<file path="src/design/cpsf_params.svh">
`ifndef CPSF_PARAMS_SVH
`define CPSF_PARAMS_SVH

`define CPSF_PAGE_W 3
`define CPSF_PAGE_FACTORY 3'h0
`define CPSF_PAGE_LOCAL_APP 3'h1
`define CPSF_PAGE_RESET 3'h0
`define CPSF_SYNC_FILL 3'h4
`define CPSF_WDOG_CYCLES 1000000

`endif

</file>
<file path="src/design/cpsf_pkg.sv">
package cpsf_pkg;

  typedef enum logic [2:0] {
    CPSF_ST_POR  = 3'b001,
    CPSF_ST_LOAD = 3'b010,
    CPSF_ST_USER = 3'b100
  } cpsf_state_t;

  typedef enum logic [1:0] {
    CPSF_WHY_POWER_UP = 2'h0,
    CPSF_WHY_LOAD_ERR = 2'h1,
    CPSF_WHY_WDOG = 2'h2,
    CPSF_WHY_REQUEST = 2'h3
  } cpsf_reason_t;

  typedef enum logic {
    CPSF_PASSIVE_SERIAL_MODE = 1'b0,
    CPSF_FAST_PASSIVE_PARALLEL_MODE = 1'b1
  } cpsf_scheme_t;

endpackage

</file>
<file path="src/design/cpsf_wdog_if.sv">
`timescale 1ns/100ps
`default_nettype none
interface cpsf_wdog_if;
  logic enable;
  logic clear;
  logic expired;
  modport ctrl (output enable, output clear, input expired);
  modport timer (input enable, input clear, output expired);
endinterface
`default_nettype wire

</file>
<file path="src/design/cpsf_watchdog.sv">
`timescale 1ns/100ps
`default_nettype none
`include "cpsf_params.svh"
module cpsf_watchdog #(
  parameter int WDOG_CYCLES = `CPSF_WDOG_CYCLES
) (
  input wire logic CLOCK, // Block clock.
  input wire logic RST_N, // Asynchronous reset, active low.
  cpsf_wdog_if.timer wd // Enable, clear and expiry pulse.
);
  localparam int CW = $clog2(WDOG_CYCLES + 1);
  localparam logic [CW-1:0] LAST = CW'(WDOG_CYCLES - 1);

  logic [CW-1:0] count_reg;
  logic expired_reg;

  // The counter sits at zero while the clear is high or the timer is idle.
  always_ff @(posedge CLOCK or negedge RST_N) begin
    if (!RST_N) begin
      count_reg <= '0;
    end else if (!wd.enable || wd.clear) begin
      count_reg <= '0;
    end else if (count_reg == LAST) begin
      count_reg <= '0;
    end else begin
      count_reg <= count_reg + 1'b1;
    end
  end

  always_ff @(posedge CLOCK or negedge RST_N) begin
    if (!RST_N) begin
      expired_reg <= 1'b0;
    end else begin
      expired_reg <= wd.enable && !wd.clear && (count_reg == LAST);
    end
  end

  assign wd.expired = expired_reg;
endmodule
`default_nettype wire

</file>
<file path="src/design/cpsf_config_loader.sv">
// What this block does
// - Only the passive serial and fast passive parallel schemes are used with the external configuration device.
// - The page select lines go straight to the configuration device, which sends only the named page.
// - Power-up in remote mode presents page 000 and loads the factory image.
// - User mode is entered only after an image loads without error from the selected page.
// - The running factory image reads the status and picks the next application page.
// - A load error on an application or a watchdog expiry in user mode reloads the factory image.
// - Power-up in local mode presents page 001 and loads the application there.
// - In local mode an application load error falls back to the factory image on its own.
// - Everything except the asynchronous active-low reset is evaluated on the rising clock edge.
// - The watchdog counter is held in reset while its clear input is high.
// - In user mode a rising reconfiguration request starts a new configuration cycle.
// - The three-bit page select carries page 000 to 111 of the image being loaded.
`timescale 1ns/100ps
`default_nettype none
`include "cpsf_params.svh"
module cpsf_config_loader #(
  parameter int WDOG_CYCLES = `CPSF_WDOG_CYCLES
) (
  input wire logic CLOCK, // Block clock, 50 MHz.
  input wire logic RST_N, // Asynchronous reset, active low.
  input wire logic LOCAL_MODE, // Strap pin: 1 local, 0 remote configuration.
  input wire logic FPP_MODE, // Strap pin: 1 fast passive parallel, 0 passive serial.
  input wire logic LOAD_DONE, // Pin: image load finished without error.
  input wire logic LOAD_ERROR, // Pin: error during image load.
  input wire logic RECONFIG_REQ, // User logic: rising level starts reconfiguration.
  input wire logic WDOG_CLEAR, // User logic: holds the watchdog cleared.
  input wire logic [`CPSF_PAGE_W-1:0] NEXT_PAGE, // Page the factory image chose.
  output logic [`CPSF_PAGE_W-1:0] PAGE_SELECT, // Page select to the configuration device.
  output logic CONFIG_START, // One-cycle pulse opening a configuration cycle.
  output logic USER_MODE, // Device is in user mode.
  output logic APP_RUNNING, // Current image is an application, not the factory.
  output var cpsf_pkg::cpsf_reason_t LAST_REASON, // Status: why the last load was started.
  output var cpsf_pkg::cpsf_scheme_t SCHEME // Configuration scheme caught from the strap.
);
  import cpsf_pkg::*;

  ////////////////////////////////////////////////////////////////////////////
  // Pin synchronisers; a change counts once stages two and three agree.
  localparam int NPIN = 4;
  logic [NPIN-1:0] pin_raw;
  logic [NPIN-1:0] sync1_reg, sync2_reg, sync3_reg, pin_reg;
  assign pin_raw = {LOAD_ERROR, LOAD_DONE, FPP_MODE, LOCAL_MODE};

  always_ff @(posedge CLOCK or negedge RST_N) begin
    if (!RST_N) begin
      sync1_reg <= '0;
      sync2_reg <= '0;
      sync3_reg <= '0;
    end else begin
      sync1_reg <= pin_raw;
      sync2_reg <= sync1_reg;
      sync3_reg <= sync2_reg;
    end
  end

  genvar gi;
  generate
    for (gi = 0; gi < NPIN; gi++) begin : g_filt
      always_ff @(posedge CLOCK or negedge RST_N) begin
        if (!RST_N) begin
          pin_reg[gi] <= 1'b0;
        end else if (sync2_reg[gi] == sync3_reg[gi]) begin
          pin_reg[gi] <= sync3_reg[gi];
        end
      end
    end
  endgenerate

  logic done_d_reg, err_d_reg, req_d_reg;
  always_ff @(posedge CLOCK or negedge RST_N) begin
    if (!RST_N) begin
      done_d_reg <= 1'b0;
      err_d_reg <= 1'b0;
      req_d_reg <= 1'b0;
    end else begin
      done_d_reg <= pin_reg[2];
      err_d_reg <= pin_reg[3];
      req_d_reg <= RECONFIG_REQ;
    end
  end

  logic done_rise, err_rise, req_rise;
  assign done_rise = pin_reg[2] && !done_d_reg;
  assign err_rise = pin_reg[3] && !err_d_reg;
  assign req_rise = RECONFIG_REQ && !req_d_reg;

  ////////////////////////////////////////////////////////////////////////////
  // Watchdog, armed only while an application runs in user mode.
  cpsf_wdog_if wd ();
  assign wd.enable = USER_MODE && APP_RUNNING;
  assign wd.clear = WDOG_CLEAR;

  cpsf_watchdog #(
    .WDOG_CYCLES(WDOG_CYCLES)
  ) u_wdog (
    .CLOCK(CLOCK),
    .RST_N(RST_N),
    .wd(wd)
  );

  ////////////////////////////////////////////////////////////////////////////
  // Sequencer. Straps are caught only after the synchronisers and the
  // agreement filter have filled: three stages plus the filter need four
  // edges, so the first start goes out on the fifth edge after reset.
  // Catching them one edge earlier would read the filter's reset value.
  cpsf_state_t state_reg;
  logic [2:0] fill_reg;

  always_ff @(posedge CLOCK or negedge RST_N) begin
    if (!RST_N) begin
      fill_reg <= '0;
    end else if (fill_reg != `CPSF_SYNC_FILL) begin
      fill_reg <= fill_reg + 1'b1;
    end
  end

  logic por_go;
  assign por_go = (state_reg == CPSF_ST_POR) && (fill_reg == `CPSF_SYNC_FILL);

  always_ff @(posedge CLOCK or negedge RST_N) begin
    if (!RST_N) begin
      SCHEME <= CPSF_PASSIVE_SERIAL_MODE;
    end else if (por_go) begin
      SCHEME <= pin_reg[1] ? CPSF_FAST_PASSIVE_PARALLEL_MODE : CPSF_PASSIVE_SERIAL_MODE;
    end
  end

  // Page and reason change only together with a start pulse, so the page
  // seen by the configuration device never moves during a load.
  logic start_next;
  logic [`CPSF_PAGE_W-1:0] page_next;
  cpsf_reason_t why_next;

  always_comb begin
    start_next = 1'b0;
    page_next = PAGE_SELECT;
    why_next = LAST_REASON;
    unique case (state_reg)
      CPSF_ST_POR: begin
        if (por_go) begin
          start_next = 1'b1;
          why_next = CPSF_WHY_POWER_UP;
          page_next = pin_reg[0] ? `CPSF_PAGE_LOCAL_APP : `CPSF_PAGE_FACTORY;
        end
      end
      CPSF_ST_LOAD: begin
        if (err_rise) begin
          // A failed factory load is simply retried from the factory page.
          start_next = 1'b1;
          why_next = CPSF_WHY_LOAD_ERR;
          page_next = `CPSF_PAGE_FACTORY;
        end
      end
      CPSF_ST_USER: begin
        if (wd.expired) begin
          start_next = 1'b1;
          why_next = CPSF_WHY_WDOG;
          page_next = `CPSF_PAGE_FACTORY;
        end else if (req_rise) begin
          start_next = 1'b1;
          why_next = CPSF_WHY_REQUEST;
          page_next = APP_RUNNING ? `CPSF_PAGE_FACTORY : NEXT_PAGE;
        end
      end
    endcase
  end

  always_ff @(posedge CLOCK or negedge RST_N) begin
    if (!RST_N) begin
      PAGE_SELECT <= `CPSF_PAGE_RESET;
      LAST_REASON <= CPSF_WHY_POWER_UP;
      CONFIG_START <= 1'b0;
    end else begin
      CONFIG_START <= start_next;
      if (start_next) begin
        PAGE_SELECT <= page_next;
        LAST_REASON <= why_next;
      end
    end
  end

  // A load counts as good only if no error is seen with the done edge.
  logic load_good;
  assign load_good = (state_reg == CPSF_ST_LOAD) && done_rise && !pin_reg[3];

  // The state, the user flag and the image kind each keep their own block;
  // all three move on the same edges, so the outputs never disagree.
  always_ff @(posedge CLOCK or negedge RST_N) begin
    if (!RST_N) begin
      state_reg <= CPSF_ST_POR;
    end else if (start_next) begin
      state_reg <= CPSF_ST_LOAD;
    end else if (load_good) begin
      state_reg <= CPSF_ST_USER;
    end
  end

  always_ff @(posedge CLOCK or negedge RST_N) begin
    if (!RST_N) begin
      USER_MODE <= 1'b0;
    end else if (start_next) begin
      USER_MODE <= 1'b0;
    end else if (load_good) begin
      USER_MODE <= 1'b1;
    end
  end

  always_ff @(posedge CLOCK or negedge RST_N) begin
    if (!RST_N) begin
      APP_RUNNING <= 1'b0;
    end else if (start_next) begin
      APP_RUNNING <= 1'b0;
    end else if (load_good) begin
      APP_RUNNING <= (PAGE_SELECT != `CPSF_PAGE_FACTORY);
    end
  end
endmodule
`default_nettype wire

</file>
<file path="config.mk">
export PLATFORM = sky130hd
export DESIGN_NAME = cpsf_config_loader
export DESIGN_NICKNAME = d
export VERILOG_FILES = /design/src/design/cpsf_pkg.sv /design/src/design/cpsf_wdog_if.sv /design/src/design/cpsf_watchdog.sv /design/src/design/cpsf_config_loader.sv
export VERILOG_INCLUDE_DIRS = /design/src /design/src/design
export SDC_FILE = /design/constraint.sdc
export NUM_CORES = 1
export LEC_CHECK = 0
export BUFFER_PORTS_ARGS = -buffer_cell sky130_fd_sc_hd__buf_2
export CAP_MARGIN = 20
export CORE_ASPECT_RATIO = 0.8
export CORE_MARGIN = 8
export CORE_UTILIZATION = 42
export CTS_CLUSTER_SIZE = 10
export DETAILED_ROUTE_END_ITERATION = 6
export GPL_TIMING_DRIVEN = 0
export SYNTH_ARGS = -nofsm -noshare
export SYNTH_HDL_FRONTEND = slang
export SYNTH_HIERARCHICAL = 1
export SYNTH_SLANG_ARGS = --single-unit
export TNS_END_PERCENT = 5
</file>
<file path="constraint.sdc">
create_clock -name CLOCK -period 2.7 [get_ports CLOCK]
set_clock_uncertainty 0.15 [all_clocks]
set_input_delay 0.135 -clock CLOCK [delete_from_list [all_inputs] [get_ports CLOCK]]
set_output_delay 0.135 -clock CLOCK [all_outputs]
set_load 0.03 [all_outputs]
</file>
==> results.ini, run 1 <==
[die]
die_height_um=81.9
die-area_sq_um=8060
core_area_sq_um=5350
boundaryPins=20
rows=24
fp.dieW_um=98.4
start_util=0.427

[place]
place_inst=274
dpl-instance-area_sq_um=2480
portBuffers=19
dpl.hpwl_mm=2.75
place_congestion=0.711

[logic_synthesis]
synth.most_common_cell=dfrtp_1
ys_ff_latch=54
ys.warnings.count=6
postSynthAreaPerCell_sq_um=12.1
yosysSeqAreaShare=0.593
netlist_instances=189
yosysTopAreaCell=dfrtp_1
synth_async_sr_flop_share=1.00
synth_edf_count=0
synth.top_cell.area_share=0.581
ys_types=45
synth_nets=203
synth_area_sq_um=2280
synth_commonest_cells=dfrtp_1, nor2_1, nand2_1
synth_area_leaders=dfrtp_1, xor2_1, nor2_1
yosys_most_used_dff=dfrtp_1

[cells_and_area]
area_growth_pct=17.3
nets=239
diodes=0
drive_above_1_share=0.204
stdcell_area_sq_um=2680
fill_cells=484
largest_reg_flops=20
fin_util=0.501
final_cells=291

[global_route]
grt_max_degree=31
grtUsageTotal=0.107
antenna_found_initial=0
grt_pass1_wl_mm=6.91
grt_pass1_vias=1523
grt.overflow.total=0

[drt]
first_pass_iters=4
drc_errors=0
drt-total-wl_mm=3.76
via_per_inst=4.93
drtAntennaViolNets=0
dr_total_vias=1435
drtIter0Drc=40
wl_per_cell_um=12.9

[timing]
finalCritPeriodShare=0.709
slew_violations=0
rsz0062_at_grt=false
slew_headroom=0.621
min_period_ns=1.91
worst_pin_slew_ns=0.569
fin_tns_setup_ns=0
fmax_ghz=0.523
hold_violations=0
setup_violations=0
hold_slack_ns=0.0435

[critical_path]
cp_cell_sequence=nand3_1 -> or4b_4 -> o31ai_4 -> buf_6 -> a21oi_1
cpPeakStageDelay_ns=0.57
arrival_ns=1.95
end_kind=register
crit_path_max_fanout=10
critPathSlowestCell=or4b_4
crit_type=register to register
worst_setup_path_start_kind=register
worst_ep_required_time_ns=2.73

[min_path]
hp-class=input pin to register

[clock_network]
h-tree-depth=2
cts_buffers=5
clk_pin_slew_ns=0.09
clk_path_buf_depth=2
ctsRootBufferMaster=clkbuf_8
clk_latency_ns=0.30
cts_tree=built
cts-resized-gates=0
cts.sinks=54
postCtsSetupBuffers=0

[outcome]
status=finished clean

[power]
leakage_uw=0.00117
power_density_nw_per_um2=703
vdd_ir_drop_max_v=0.000308

[run]
max-cap-violations=0

==> stage by stage <==
step                setup WS (ns)  power [uW]
global route                0.669        1980
floorplan                   0.924        1250
finish                      0.786        1880
CTS                         0.781        1910
global placement            0.801        1370
detailed placement          0.789        1380
==> cell families after synthesis <==
family / Yosys count / share of synthesized area
AOI/OAI and AO/OA: 26 / 0.0911
xor gates and xnor gates: 13 / 0.0499
adders and majority gates: 7 / 0.0340
buffers and inverters: 12 / 0.0285
DFF: 54 / 0.593
muxes: 4 / 0.0219
and+or+nand+nor: 73 / 0.182
==> routing by layer <==
| metal | vias to the layer above | global-route usage | share of wire |
|---|---|---|---|
| li1 | 733 | - | - |
| met1 | 673 | 0.142 | 0.54 |
| met2 | 25 | 0.156 | 0.40 |
| met3 | 4 | 0.0381 | 0.049 |
| met4 | 0 | 0.0412 | 0.011 |
| met5 | - | 0 | 0 |
==> layout by cell type (no fill, tap or decap), types with 4 or more instances in the layout <==
cell,n
clkbuf_8,5
nor2_1,20
nand3_1,6
o31ai_1,4
o21ai_0,4
nand4_1,5
dlygate4sd3_1,9
maj3_1,4
xor2_1,10
dfrtp_1,53
buf_2,20
a21oi_1,8
nor4_1,4
nand2_1,12
inv_1,8
==> path summary, 6_finish.rpt <==
kind                                      startpoint                   end  slack (ns)  cells past startpoint
worst max-delay path            u_wdog/count_reg[16]  u_wdog/count_reg[18]        0.79                      5
worst min-delay path                    NEXT_PAGE[0]        PAGE_SELECT[0]        0.04                      3
min in group asynchronous                      RST_N           fill_reg[2]        0.21                      2
worst max register to register  u_wdog/count_reg[16]  u_wdog/count_reg[18]        0.79                      5
worst min register to register          sync1_reg[3]          sync2_reg[3]        0.21                      0
max in group asynchronous                      RST_N          state_reg[0]        1.57                      3
==> repair_timing <==
item | 4_1_cts | 5_1_grt
hold endpoints to repair | 32 | 0
setup endpoints to repair | 0 | 0
hold buffers | 9 | 0
==> worst max-delay path: cells and delay by family, from the launching register on <==
family	cells	cell delay, ns
AOI/OAI and AO/OA	2	0.35
and+or+nand+nor	2	0.71
buffers and inverters	1	0.18
DFF	1	0.41
==> layout make-up <==
class,count,area (sq um),share of cell area
plain buffers,4,35.0,0.0131
clock buffers,5,68.8,0.0257
clock inverters,3,40.0,0.0150
inverters,8,30.0,0.0112
multi-input cells,123,863,0.323
flip-flops and latches,54,1350,0.505
well taps,65,81.3,0.0304
repair buffers,29,205,0.0767
==> where the power goes <==
| part | internal [uW] | total (uW) | switching (uW) | leakage (uW) |
|---|---|---|---|---|
| sequential | 881 | 941 | 59.1 | 0.000691 |
| clock | 273 | 521 | 248 | 0.0000579 |
| combinational | 181 | 420 | 239 | 0.000421 |
| total | 1340 | 1880 | 546 | 0.00117 |
(Power assumes the default switching activity.)
==> run 2, diff against run 1 <==
==> constraint.sdc (replaced) <==
create_clock -name CLOCK -period 1.7 [get_ports CLOCK]
set_clock_uncertainty 0.15 [all_clocks]
set_input_delay 0.085 -clock CLOCK [delete_from_list [all_inputs] [get_ports CLOCK]]
set_output_delay 0.085 -clock CLOCK [all_outputs]
set_load 0.03 [all_outputs]
==> run 2 against run 1 <==
- the run now ends with setup timing left
- worst hold slack better by 0.058 ns
- register-to-register slack got worse by 0.91 ns
- non-clock buffer count is 20 higher
- final area rose by 7.4%
- sequential power increased by 60%
- wire length up 13%
- sequential share of layout area fell by 3.3 points
- via count increased by 6.7%
- combinational power grew 78%
- cell count grew 6.9%
- maximum frequency grew 4.9%
==> results.ini, run 2 (synthesis gave the netlist of run 1 again) <==
[die]
rows=24  ; unchanged
die_height_um=81.9  ; unchanged
boundaryPins=20  ; unchanged
start_util=0.427  ; unchanged
core_area_sq_um=5350  ; unchanged
die-area_sq_um=8060  ; unchanged
fp.dieW_um=98.4  ; unchanged

[timing]
setup_slack_ns=-0.125  ; was 0.786 ns
setup_violations=24  ; was 0
hold_violations=0  ; unchanged
fmax_ghz=0.548  ; was 0.523 GHz
fin_tns_setup_ns=-2.39  ; was 0 ns
worst_pin_slew_ns=0.492  ; was 0.569 ns
min_period_ns=1.82  ; was 1.91 ns
slew_headroom=0.669  ; was 0.621
slew_violations=0  ; unchanged
rsz0062_at_grt=true  ; was false
finalCritPeriodShare=1.07  ; was 0.709
hold_slack_ns=0.102  ; was 0.0435 ns

[power]
p_clk_frac=0.244  ; was 0.277
vdd_ir_drop_max_v=0.000362  ; was 0.000308 V
p_int_uw=2080  ; was 1340 uW
combPwrFrac=0.251  ; was 0.223
power_density_nw_per_um2=1040  ; was 703 nW/um^2
power_uw=2980  ; was 1880 uW
leakage_uw=0.00127  ; was 0.00117 uW
switching_share=0.304  ; was 0.290
p_switching_uw=906  ; was 546 uW
seqPwrFrac=0.505  ; was 0.500

[clock_network]
ctsRootBufferMaster=clkbuf_8  ; unchanged
clk_path_buf_depth=2  ; unchanged
cts_buffers=5  ; unchanged
clk_pin_slew_ns=0.09  ; about the same
h-tree-depth=2  ; unchanged
cts_tree=built  ; unchanged
cts.sinks=54  ; unchanged
clk_latency_ns=0.30  ; about the same

[critical_path]
worst_setup_path_start_kind=register  ; unchanged
end_kind=register  ; unchanged
cpPeakStageDelay_ns=0.57  ; about the same
crit_type=register to register  ; unchanged
crit_path_max_fanout=5  ; was 10
cp_num_buf_inv=2  ; was 1
critPathSlowestCell=or4b_4  ; unchanged
critPathTopFamily=simple AND/OR/NAND/NOR gates  ; unchanged
worst_ep_required_time_ns=1.74  ; was 2.73 ns
cp_cell_sequence=nand3_2 -> or4b_4 -> o31ai_4 -> buf_6 -> buf_6 -> a21oi_1  ; was nand3_1 -> or4b_4 -> o31ai_4 -> buf_6 -> a21oi_1
arrival_ns=1.86  ; was 1.95 ns
crit_top_cell=buf_6

[place]
portBuffers=19  ; unchanged
place_congestion=0.697  ; was 0.711
post-place-ws_ns=-0.207  ; was 0.789 ns
dpl.hpwl_mm=2.78  ; was 2.75 mm

[drt]
drt-total-wl_mm=4.26  ; was 3.76 mm
via_per_inst=4.92  ; was 4.93
drtIter0Drc=47  ; was 40
first_pass_iters=4  ; unchanged
drc_errors=0  ; unchanged
dr_total_vias=1531  ; was 1,435
drtAntennaViolNets=0  ; unchanged
wl_per_cell_um=13.7  ; was 12.9 um

[cells_and_area]
fin_util=0.538  ; was 0.501
nets=259  ; was 239
diodes=0  ; unchanged
layout.cells.most_common_list=dfrtp_1, nor2_1, buf_2, buf_4, nand2_1  ; was dfrtp_1, buf_2, nor2_1, nand2_1, xor2_1
drive_above_1_share=0.309  ; was 0.204
area_growth_pct=26.0  ; was 17.3%
final_common_cell=dfrtp_1  ; unchanged
largest_reg_flops=20  ; unchanged

[global_route]
antenna_found_initial=0  ; unchanged
grtUsageTotal=0.116  ; was 0.107
grt_max_degree=37  ; was 31
grt_pass1_vias=1492  ; was 1,523
grt.overflow.total=0  ; unchanged
grt_pass1_wl_mm=7.39  ; was 6.91 mm

[run]
max-cap-violations=0  ; unchanged

[outcome]
violations=setup timing
status=finished, violations left  ; was finished clean

[min_path]
hp-class=input pin to async pin  ; was input pin to register

-- run 2: area by class of cell --
cell class                 count  area, sq um
clock buffer                   7         86.3
timing repair buffer          49          369
tap                           65         81.3
sequential                    54         1360
multi-input combinational    123          908
buffer                         4         37.5
inverter                       8         30.0
clock inverter                 1         5.00
fill                         473         2470
-- run 2: repair_timing --
item                       in CTS  in global routing
pin swaps                      11                  5
setup buffers                  10                  7
setup endpoints to repair      26                 27
resized for setup              12                  9
hold endpoints to repair       63                  0
hold buffers                   10                  0
cloned                          2                  0
-- run 2: worst paths after layout --
kind	slack, ns	to	start	cells after the start
max in group asynchronous	0.75	state_reg[2]	RST_N	3
min in group CLOCK	0.20	sync2_reg[1]	sync1_reg[1]	0
max	-0.12	u_wdog/count_reg[15]	u_wdog/count_reg[18]	6
min reg2reg	0.20	sync2_reg[1]	sync1_reg[1]	0
max reg2reg	-0.12	u_wdog/count_reg[15]	u_wdog/count_reg[18]	6
min	0.10	fill_reg[1]	RST_N	2
-- run 2: per-layer routing --
metal / part of all wire / vias up / GRT usage
li1: - / 772 / -
met1: 0.52 / 723 / 0.159
met2: 0.41 / 29 / 0.164
met3: 0.050 / 7 / 0.0381
met4: 0.015 / 0 / 0.0504
met5: 0 / - / 0
-- run 2: stage by stage --
step	std cells	area [sq um]
6_report	311	2870
5_1_grt	311	2870
4_1_cts	304	2800
3_5_place_dp	274	2480
3_3_place_gp	273	2460
2_1_floorplan	189	2280
-- run 2: power groups by stage --
stage,clock network [uW],logic [uW],registers [uW]
2_1_floorplan,0,347,1650
5_1_grt,807,814,1530
6_report,728,748,1510
3_5_place_dp,0,667,1530
4_1_cts,759,727,1510
3_3_place_gp,0,652,1520
